`src/inc/vic_pkg.sv`:
```
package vic_pkg;
   localparam int AXI_AW = 8;
   localparam int N_EXT = 4;
   localparam int LVL_W = 3;
   localparam int SRC_W = 4;
   localparam int N_EV = 3;
   // Register byte offsets
   localparam logic [AXI_AW-1:0] OFF_EDGE_MODE = 8'h00;
   localparam logic [AXI_AW-1:0] OFF_EXT_SENS = 8'h04;
   localparam logic [AXI_AW-1:0] OFF_PRIO0 = 8'h08;
   localparam logic [AXI_AW-1:0] OFF_PRIO1 = 8'h0C;
   localparam logic [AXI_AW-1:0] OFF_ENABLE = 8'h10;
   localparam logic [AXI_AW-1:0] OFF_PENDING = 8'h14;
   localparam logic [AXI_AW-1:0] OFF_VECTOR = 8'h18;
   localparam logic [AXI_AW-1:0] OFF_PEND_CLR = 8'h1C;
   localparam logic [AXI_AW-1:0] OFF_INT_STAT = 8'h20;
   localparam logic [AXI_AW-1:0] OFF_INT_MASK = 8'h24;
   // Field positions
   localparam int PRIO_STRIDE = 4;
   localparam int VEC_SRC_LSB = 0;
   localparam int VEC_LVL_LSB = 8;
   localparam int VEC_VALID_BIT = 31;
   localparam int EV_NORM = 0;
   localparam int EV_FAST = 1;
   localparam int EV_SPUR = 2;
   localparam logic [31:0] PRIO_FIELD_MASK = 32'h77777777;
   // Reset values
   localparam logic [31:0] RST_ZERO = 32'h00000000;
   // External pin sensitivity codes
   typedef enum logic [1:0] {
      VIC_SENS_LOW = 2'h0,
      VIC_SENS_HIGH = 2'h1,
      VIC_SENS_FALL = 2'h2,
      VIC_SENS_RISE = 2'h3
   } vic_sens_t;
   localparam logic [1:0] AXI_OKAY = 2'h0;
   localparam logic [1:0] AXI_SLVERR = 2'h2;

   function automatic logic [31:0] vic_wmerge(input logic [31:0] old_v,
         input logic [31:0] new_v, input logic [3:0] strb);
      logic [31:0] r;
      r = old_v;
      for (int b = 0; b < 4; b++) begin
         if (strb[b]) begin
            r[b*8 +: 8] = new_v[b*8 +: 8];
         end
      end
      return r;
   endfunction
endpackage

```
`src/vic_sync.sv`:
```
`timescale 1ns/1ps
`default_nettype none
module vic_sync #(
   parameter int W = 1
)(
   // Clock and reset
   input wire logic clk_sys_i,
   input wire logic rst_i,
   // Data
   input wire logic [W-1:0] async_i,
   output logic [W-1:0] sync_o
);
   logic [W-1:0] s1_q;
   logic [W-1:0] s2_q;

   always_ff @(posedge clk_sys_i) begin
      if (rst_i) begin
         s1_q <= '0;
         s2_q <= '0;
      end else begin
         s1_q <= async_i;
         s2_q <= s1_q;
      end
   end

   assign sync_o = s2_q;
endmodule
`default_nettype wire

```
`src/vic_prio_enc.sv`:
```
`timescale 1ns/1ps
`default_nettype none
module vic_prio_enc import vic_pkg::*; #(
   parameter int N = 12
)(
   // Requests and their levels
   input wire logic [N-1:0] req_i,
   input wire logic [N*LVL_W-1:0] prio_i,
   // Winner
   output logic valid_o,
   output logic [SRC_W-1:0] idx_o,
   output logic [LVL_W-1:0] lvl_o
);
   always_comb begin
      valid_o = 1'h0;
      idx_o = '0;
      lvl_o = '0;
      // Strictly greater replaces, so ties keep the lowest index
      for (int i = 0; i < N; i++) begin
         if (req_i[i] && (!valid_o || prio_i[i*LVL_W +: LVL_W] > lvl_o)) begin
            valid_o = 1'h1;
            idx_o = SRC_W'(i);
            lvl_o = prio_i[i*LVL_W +: LVL_W];
         end
      end
   end
endmodule
`default_nettype wire

```
`src/vic_top.sv`:
```
`timescale 1ns/1ps
`default_nettype none
// Contract
// - Eight-level programmable priority encoder orders all normal-request sources.
// - Every source has its own enable; a vector names the serviced source.
// - Two outputs: one to the core fast input, one to normal input.
// - Fast request comes only from the fast-request pin, never from peripherals.
// - Normal request comes from peripheral lines and external pins zero to three.
// - Each internal source is individually level sensitive or edge triggered.
// - External sources choose rising, falling, high-level or low-level sensitivity.
// - Each parallel-I/O controller and each timer channel is a separate source.
module vic_top import vic_pkg::*; #(
   parameter int N_PAR = 2,
   parameter int N_TMR = 6
)(
   // Clock and reset
   input wire logic clk_sys_i,
   input wire logic rst_i,
   // Interrupt sources
   input wire logic fast_request_pin_i,
   input wire logic [N_EXT-1:0] ext_request_pin_i,
   input wire logic [N_PAR-1:0] parallel_io_ctrl_irq_i,
   input wire logic [N_TMR-1:0] timer_channel_irq_i,
   // Processor core requests, active low
   output logic core_fast_request_n_o,
   output logic core_normal_request_n_o,
   // Block interrupt
   output logic irq_o,
   // AXI4-Lite write address and data
   input wire logic [AXI_AW-1:0] s_axi_awaddr,
   input wire logic s_axi_awvalid,
   output logic s_axi_awready,
   input wire logic [31:0] s_axi_wdata,
   input wire logic [3:0] s_axi_wstrb,
   input wire logic s_axi_wvalid,
   output logic s_axi_wready,
   // AXI4-Lite write response
   output logic [1:0] s_axi_bresp,
   output logic s_axi_bvalid,
   input wire logic s_axi_bready,
   // AXI4-Lite read
   input wire logic [AXI_AW-1:0] s_axi_araddr,
   input wire logic s_axi_arvalid,
   output logic s_axi_arready,
   output logic [31:0] s_axi_rdata,
   output logic [1:0] s_axi_rresp,
   output logic s_axi_rvalid,
   input wire logic s_axi_rready
);
   localparam int N_INT = N_PAR + N_TMR;
   localparam int NSRC = N_EXT + N_INT;
   localparam int NALL = NSRC + 1;
   localparam int FAST = NSRC;

   // Source sampling
   logic [N_EXT:0] pin_s;
   logic [NALL-1:0] raw;
   logic [NALL-1:0] prev_q;
   logic [NALL-1:0] prev_d;
   logic [NALL-1:0] edge_sel;
   logic [NALL-1:0] pol;
   logic [NALL-1:0] active;
   logic [NALL-1:0] edge_hit;
   logic [NALL-1:0] pend;

   // Configuration and state registers
   logic [N_INT-1:0] edge_mode_q;
   logic [N_INT-1:0] edge_mode_d;
   logic [2*(N_EXT+1)-1:0] ext_sens_q;
   logic [2*(N_EXT+1)-1:0] ext_sens_d;
   logic [63:0] prio_q;
   logic [63:0] prio_d;
   logic [NALL-1:0] enable_q;
   logic [NALL-1:0] enable_d;
   logic [NALL-1:0] edge_pend_q;
   logic [NALL-1:0] edge_pend_d;
   logic [NALL-1:0] clr;
   logic [31:0] vector_q;
   logic [31:0] vector_d;
   logic fast_q;
   logic fast_d;
   logic norm_q;
   logic norm_d;
   logic [N_EV-1:0] stat_q;
   logic [N_EV-1:0] stat_d;
   logic [N_EV-1:0] imask_q;
   logic [N_EV-1:0] imask_d;
   logic [N_EV-1:0] ev;

   // Bus state
   logic bvalid_q;
   logic bvalid_d;
   logic [1:0] bresp_q;
   logic [1:0] bresp_d;
   logic rvalid_q;
   logic rvalid_d;
   logic [1:0] rresp_q;
   logic [1:0] rresp_d;
   logic [31:0] rdata_q;
   logic [31:0] rdata_d;
   logic aw_go;
   logic ar_go;
   logic [31:0] wmask;
   logic [31:0] edge_mode_m;
   logic [31:0] ext_sens_m;
   logic [31:0] enable_m;
   logic [31:0] imask_m;

   // Encoder
   logic [NSRC*LVL_W-1:0] prio_vec;
   logic enc_valid;
   logic [SRC_W-1:0] enc_idx;
   logic [LVL_W-1:0] enc_lvl;

   vic_sync #(
      .W(N_EXT + 1)
   ) u_pin_sync (
      .clk_sys_i(clk_sys_i),
      .rst_i(rst_i),
      .async_i({fast_request_pin_i, ext_request_pin_i}),
      .sync_o(pin_s)
   );

   // Source map: pins 0..3, parallel I/O lines, timer channels, fast last
   assign raw = {pin_s[N_EXT], timer_channel_irq_i, parallel_io_ctrl_irq_i,
      pin_s[N_EXT-1:0]};

   genvar g;
   generate
      for (g = 0; g < NALL; g++) begin : g_src
         if (g < N_EXT || g == FAST) begin : g_ext
            localparam int E = (g == FAST) ? N_EXT : g;
            assign edge_sel[g] = ext_sens_q[2*E+1];
            assign pol[g] = ext_sens_q[2*E];
         end else begin : g_int
            assign edge_sel[g] = edge_mode_q[g-N_EXT];
            assign pol[g] = 1'h1;
         end
         assign active[g] = pol[g] ? raw[g] : ~raw[g];
         assign edge_hit[g] = active[g] & ~(pol[g] ? prev_q[g] : ~prev_q[g]);
         assign pend[g] = edge_sel[g] ? edge_pend_q[g] : active[g];
         if (g < NSRC) begin : g_pv
            assign prio_vec[g*LVL_W +: LVL_W] =
               prio_q[g*PRIO_STRIDE +: LVL_W];
         end
      end
   endgenerate

   vic_prio_enc #(
      .N(NSRC)
   ) u_enc (
      .req_i(pend[NSRC-1:0] & enable_q[NSRC-1:0]),
      .prio_i(prio_vec),
      .valid_o(enc_valid),
      .idx_o(enc_idx),
      .lvl_o(enc_lvl)
   );

   assign aw_go = s_axi_awvalid & s_axi_wvalid & ~bvalid_q;
   assign ar_go = s_axi_arvalid & ~rvalid_q;
   assign wmask = vic_wmerge(RST_ZERO, s_axi_wdata, s_axi_wstrb);
   // Byte-lane merges of the narrow registers, cut to width below
   assign edge_mode_m = vic_wmerge(32'(edge_mode_q), s_axi_wdata,
      s_axi_wstrb);
   assign ext_sens_m = vic_wmerge(32'(ext_sens_q), s_axi_wdata,
      s_axi_wstrb);
   assign enable_m = vic_wmerge(32'(enable_q), s_axi_wdata, s_axi_wstrb);
   assign imask_m = vic_wmerge(32'(imask_q), s_axi_wdata, s_axi_wstrb);

   // Register writes and write response
   always_comb begin
      edge_mode_d = edge_mode_q;
      ext_sens_d = ext_sens_q;
      prio_d = prio_q;
      enable_d = enable_q;
      imask_d = imask_q;
      clr = '0;
      bvalid_d = bvalid_q & ~s_axi_bready;
      bresp_d = bresp_q;
      if (aw_go) begin
         bvalid_d = 1'h1;
         bresp_d = AXI_OKAY;
         case (s_axi_awaddr)
            OFF_EDGE_MODE: begin
               edge_mode_d = edge_mode_m[N_INT-1:0];
            end
            OFF_EXT_SENS: begin
               ext_sens_d = ext_sens_m[2*(N_EXT+1)-1:0];
            end
            OFF_PRIO0: begin
               prio_d[31:0] = vic_wmerge(prio_q[31:0], s_axi_wdata,
                  s_axi_wstrb) & PRIO_FIELD_MASK;
            end
            OFF_PRIO1: begin
               prio_d[63:32] = vic_wmerge(prio_q[63:32], s_axi_wdata,
                  s_axi_wstrb) & PRIO_FIELD_MASK;
            end
            OFF_ENABLE: begin
               enable_d = enable_m[NALL-1:0];
            end
            OFF_PEND_CLR: begin
               clr = wmask[NALL-1:0];
            end
            OFF_INT_MASK: begin
               imask_d = imask_m[N_EV-1:0];
            end
            OFF_PENDING, OFF_VECTOR, OFF_INT_STAT: begin
               bresp_d = AXI_OKAY;
            end
            default: begin
               bresp_d = AXI_SLVERR;
            end
         endcase
      end
   end

   // Register reads and their side effects
   always_comb begin
      rvalid_d = rvalid_q & ~s_axi_rready;
      rresp_d = rresp_q;
      rdata_d = rdata_q;
      stat_d = stat_q;
      ev = '0;
      ev[EV_NORM] = norm_d & ~norm_q;
      ev[EV_FAST] = fast_d & ~fast_q;
      if (ar_go) begin
         rvalid_d = 1'h1;
         rresp_d = AXI_OKAY;
         rdata_d = '0;
         case (s_axi_araddr)
            OFF_EDGE_MODE: rdata_d[N_INT-1:0] = edge_mode_q;
            OFF_EXT_SENS: rdata_d[2*(N_EXT+1)-1:0] = ext_sens_q;
            OFF_PRIO0: rdata_d = prio_q[31:0];
            OFF_PRIO1: rdata_d = prio_q[63:32];
            OFF_ENABLE: rdata_d[NALL-1:0] = enable_q;
            OFF_PENDING: rdata_d[NALL-1:0] = pend;
            OFF_VECTOR: begin
               rdata_d = vector_q;
               ev[EV_SPUR] = ~vector_q[VEC_VALID_BIT];
            end
            OFF_PEND_CLR: rdata_d = '0;
            OFF_INT_STAT: begin
               rdata_d[N_EV-1:0] = stat_q;
               stat_d = '0;
            end
            OFF_INT_MASK: rdata_d[N_EV-1:0] = imask_q;
            default: rresp_d = AXI_SLVERR;
         endcase
      end
      // A new event in the clearing cycle still sets its bit
      stat_d = stat_d | ev;
   end

   // Pending, vector and core requests
   always_comb begin
      prev_d = raw;
      edge_pend_d = '0;
      for (int i = 0; i < NALL; i++) begin
         // Vector read acknowledges the source it names
         if (ar_go && s_axi_araddr == OFF_VECTOR &&
               vector_q[VEC_VALID_BIT] &&
               vector_q[VEC_SRC_LSB +: SRC_W] == SRC_W'(i)) begin
            edge_pend_d[i] = edge_sel[i] & edge_hit[i];
         end else begin
            edge_pend_d[i] = edge_sel[i] &
               (edge_hit[i] | (edge_pend_q[i] & ~clr[i]));
         end
      end
      vector_d = '0;
      vector_d[VEC_VALID_BIT] = enc_valid;
      vector_d[VEC_LVL_LSB +: LVL_W] = enc_lvl;
      vector_d[VEC_SRC_LSB +: SRC_W] = enc_idx;
      fast_d = pend[FAST] & enable_q[FAST];
      norm_d = enc_valid;
   end

   always_ff @(posedge clk_sys_i) begin
      if (rst_i) begin
         prev_q <= '0;
         edge_mode_q <= '0;
         ext_sens_q <= '0;
         prio_q <= '0;
         enable_q <= '0;
         edge_pend_q <= '0;
         vector_q <= RST_ZERO;
         fast_q <= 1'h0;
         norm_q <= 1'h0;
         stat_q <= '0;
         imask_q <= '0;
         bvalid_q <= 1'h0;
         bresp_q <= AXI_OKAY;
         rvalid_q <= 1'h0;
         rresp_q <= AXI_OKAY;
         rdata_q <= RST_ZERO;
      end else begin
         prev_q <= prev_d;
         edge_mode_q <= edge_mode_d;
         ext_sens_q <= ext_sens_d;
         prio_q <= prio_d;
         enable_q <= enable_d;
         edge_pend_q <= edge_pend_d;
         vector_q <= vector_d;
         fast_q <= fast_d;
         norm_q <= norm_d;
         stat_q <= stat_d;
         imask_q <= imask_d;
         bvalid_q <= bvalid_d;
         bresp_q <= bresp_d;
         rvalid_q <= rvalid_d;
         rresp_q <= rresp_d;
         rdata_q <= rdata_d;
      end
   end

   assign core_fast_request_n_o = ~fast_q;
   assign core_normal_request_n_o = ~norm_q;
   assign irq_o = |(stat_q & imask_q);
   assign s_axi_awready = aw_go;
   assign s_axi_wready = aw_go;
   assign s_axi_bvalid = bvalid_q;
   assign s_axi_bresp = bresp_q;
   assign s_axi_arready = ar_go;
   assign s_axi_rvalid = rvalid_q;
   assign s_axi_rresp = rresp_q;
   assign s_axi_rdata = rdata_q;
endmodule
`default_nettype wire

```
`config.mk`:
```
export PLATFORM = sky130hd
export DESIGN_NAME = vic_top
export DESIGN_NICKNAME = d
export VERILOG_FILES = /design/src/inc/vic_pkg.sv /design/src/vic_sync.sv /design/src/vic_prio_enc.sv /design/src/vic_top.sv
export SDC_FILE = /design/constraint.sdc
export NUM_CORES = 1
export LEC_CHECK = 0
export BUFFER_PORTS_ARGS = -buffer_cell sky130_fd_sc_hd__buf_4
export CAP_MARGIN = 30
export CORE_ASPECT_RATIO = 0.6
export CORE_MARGIN = 1.5
export CORE_UTILIZATION = 50
export CTS_BUF_LIST = sky130_fd_sc_hd__clkbuf_8
export CTS_CLUSTER_DIAMETER = 150
export DETAILED_ROUTE_END_ITERATION = 7
export PLACE_DENSITY = 0.83
export SETUP_SLACK_MARGIN = 0.15
export SLEW_MARGIN = 20
export SYNTH_ARGS = -nofsm -noshare
export SYNTH_HDL_FRONTEND = slang
export SYNTH_HIERARCHICAL = 1
export SYNTH_SLANG_ARGS = --single-unit
```
`constraint.sdc`:
```
create_clock -name clk_sys_i -period 18 [get_ports clk_sys_i]
set_input_delay 2.7 -clock clk_sys_i [delete_from_list [all_inputs] [get_ports clk_sys_i]]
set_output_delay 2.7 -clock clk_sys_i [all_outputs]
set_load 0.05 [all_outputs]
```
==> reports/results.ini <==
[pwr]
p_seq_frac = 0.505
p_total_mw = 0.720
power_density_nw_per_um2 = 71.3
p_sw_mw = 0.193
power_frac_comb = 0.081
power.leakage_nw = 3.84
p_clk_frac = 0.414
ir_drop_mv = 0.0468
p_int_mw = 0.528
p_sw_frac = 0.268

[synth]
yosysUniqueCellTypes = 76
synth_top_area_share = 0.371
ys_async_sr_fraction = 0
synth.yosys.seq_area_share = 0.371
synth_area_leader_cell = dfxtp_1
syn_inst = 1075
ys_ff_latch = 162
synth-main-ff-cell = dfxtp_1
synth_edf_count = 0
synth_area_um2 = 8750
synth.avg_cell_area_um2 = 8.14
synth_warnings = 6
netlist_top_cells_area = dfxtp_1 (37%), nand2_1 (6.7%), a21oi_1 (5.8%), mux2i_1 (5.6%), ha_1 (4.3%)

[die]
fp.dieW_um = 174
floorplan.initialDensity = 0.511
io_pins = 116
die_area_um2 = 18300
die-height_um = 105
row_count = 37
core_area_um2 = 17100

[final_layout]
drive_gt1_frac = 0.167
final_cells = 1401
syn2layout_area_growth_pct = 15.4
utilization = 0.589
antennaDiodeCount = 0
nets = 1256

[critical_path]
cp.arrival_ns = 17.18
r2r-start = ext_sens_q[0]
slowest_delay_ns = 0.50
r2r_cells = 80
rrSetupSlack_ns = 1.22
cp_num_buf_inv = 2
crit_path_frequent_cell = a21oi_1
crit_family = compound AO/OA/AOI/OAI gates
crit_fanout = 9
crit_path_start_kind = flop
r2r-end = vector_q[2]
path_class = flop to flop
cp.required_ns = 18.40
critPathCaptureType = flop
cp_slowest_cell = dfxtp_1

[routing]
wl_per_cell_um = 19.5
num_vias = 8616
drt_iter0_markers = 1180
drc = 0
drt-total-wl_um = 27300
vias_per_cell = 6.15
dr.pass1.iters = 6
ant_nets = 0

[placed_design]
portBuffers = 104
gp_congestion = 0.988
placed_cells = 1367
dpl.hpwl_um = 20200

[sta]
slew_headroom = 0.261
tightest_slew_ns = 1.09
finalSetupTns_ns = 0
hold_viol = 0
finClkSkew_ns = 0.0194
timing.fmax_mhz = 59.6
finalSetupViolations = 0
min_period_ns = 16.78
grt_setup_unrepaired = false
final_max_slew_viol_count = 0
fin_crit_sh = 0.932

[worst_hold_path]
min-delay-start = u_pin_sync/s1_q[1]
hold-path-cell-count = 1
holdCritPathClass = flop to flop
whs_endpoint = u_pin_sync/sync_o[1]

[global_routing]
grtUsageTotal = 0.297
grt_pass1_wl_um = 42400
grt_max_degree = 87
antenna_found_initial = 0
grt_pass1_vias = 7910
gr-total-overflow = 0

[clock_tree]
clock_latency_ns = 0.49
htree_levels = 4
clk_pin_slew_ns = 0.09
cts_tree = done
cts_hold_buf = 0
numClockSinks = 162
cts_buffer_depth = 2
cts_buffers = 17
root_buffer = clkbuf_8

[run_status]
status = finished, final reports clean

[run]
maxCapViolations = 0

## power by group through the flow
stage / combinational (mW) / sequential (mW) / clock [mW]
2_1_floorplan: 0.0283 / 0.375 / 0
3_3_place_gp: 0.0562 / 0.372 / 0
3_5_place_dp: 0.0565 / 0.372 / 0
4_1_cts: 0.0567 / 0.364 / 0.299
5_1_grt: 0.0612 / 0.364 / 0.313
6_report: 0.0583 / 0.364 / 0.298
## cells in the mapped netlist (all sizes together), types with 20 or more instances
cell type,count
clkbuf,39
ha,30
a22oi,20
nand2,157
nand3,23
dfxtp,162
o21ai,65
mux2,27
mux2i,49
nor2,100
inv,46
nor2b,44
a21oi,103
## registers in the layout, indices dropped and copies added, names as in the netlist
register and flops:
imask_q 3, prev_q 13, vector_q 8, s_axi_rresp 1, ext_sens_q 10, u_pin_sync/sync_o 5
prio_q 48, fast_q 1, s_axi_rdata 28, edge_mode_q 8, edge_pend_q 13, u_pin_sync/s1_q 5
stat_q 3, s_axi_bresp 1, s_axi_rvalid 1, enable_q 13, s_axi_bvalid 1
## per-stage QoR
stage / cell area (um^2) / setup WS, ns / hold WS [ns]
3_3_place_gp: 9620 / 1.25 / 0.416
4_1_cts: 10000 / 0.589 / 0.448
3_5_place_dp: 9620 / 0.748 / 0.427
6_report: 10100 / 1.22 / 0.446
5_1_grt: 10100 / 0.155 / 0.464
2_1_floorplan: 8760 / 3.35 / 0.414
## layout by cell type (no fill, tap or decap), types with 23 or more instances in the layout
master and n:
buf_4 108, nand2_1 157, nor2b_1 44, o21ai_0 57, mux2i_1 49, ha_1 30
inv_1 47, nand3_1 23, nor2_1 99, mux2_2 27, a21oi_1 100, dfxtp_1 162
## final cells by class
type                    instances  area, um^2
flip-flops and latches        162        3240
inverters                      47         176
clock buffers                  19         262
clock inverters                13         171
well taps                     234         293
fillers                      1535        7030
multi-input cells             816        5130
repair buffers                110         823
## what timing repair did
action,CTS,global route
endpoints found under the hold margin,0,0
gates resized for setup,0,9
buffers inserted,0,0
setup endpoints to repair,0,7
## per-layer routing
layer	wire length [um]	vias to the layer above	track usage
met5	0	-	0
met4	355	0	0.0696
met3	4100	41	0.119
met2	10800	524	0.415
met1	12000	4074	0.421
li1	-	3977	-
## how the worst max path moves through the flow
stage	start	endpoint	cells past startpoint
CTS	ext_sens_q[0]	vector_q[2]	79
finish	ext_sens_q[0]	vector_q[2]	80
detailed placement	ext_sens_q[0]	vector_q[2]	79
floorplan	ext_sens_q[0]	vector_q[2]	81
global route	ext_sens_q[0]	vector_q[2]	83
global placement	ext_sens_q[0]	vector_q[2]	79
## cell families after synthesis
group / after synthesis / synth area share
fa+ha+maj: 30 / 0.0429
flops: 162 / 0.371
other cells: 1 / 0.000429
simple gates: 404 / 0.225
xor+xnor: 5 / 0.00501
buf+inv: 102 / 0.0489
compound gates: 294 / 0.214
mux: 77 / 0.0934
Note: power is estimated with default switching activity, not from simulation.
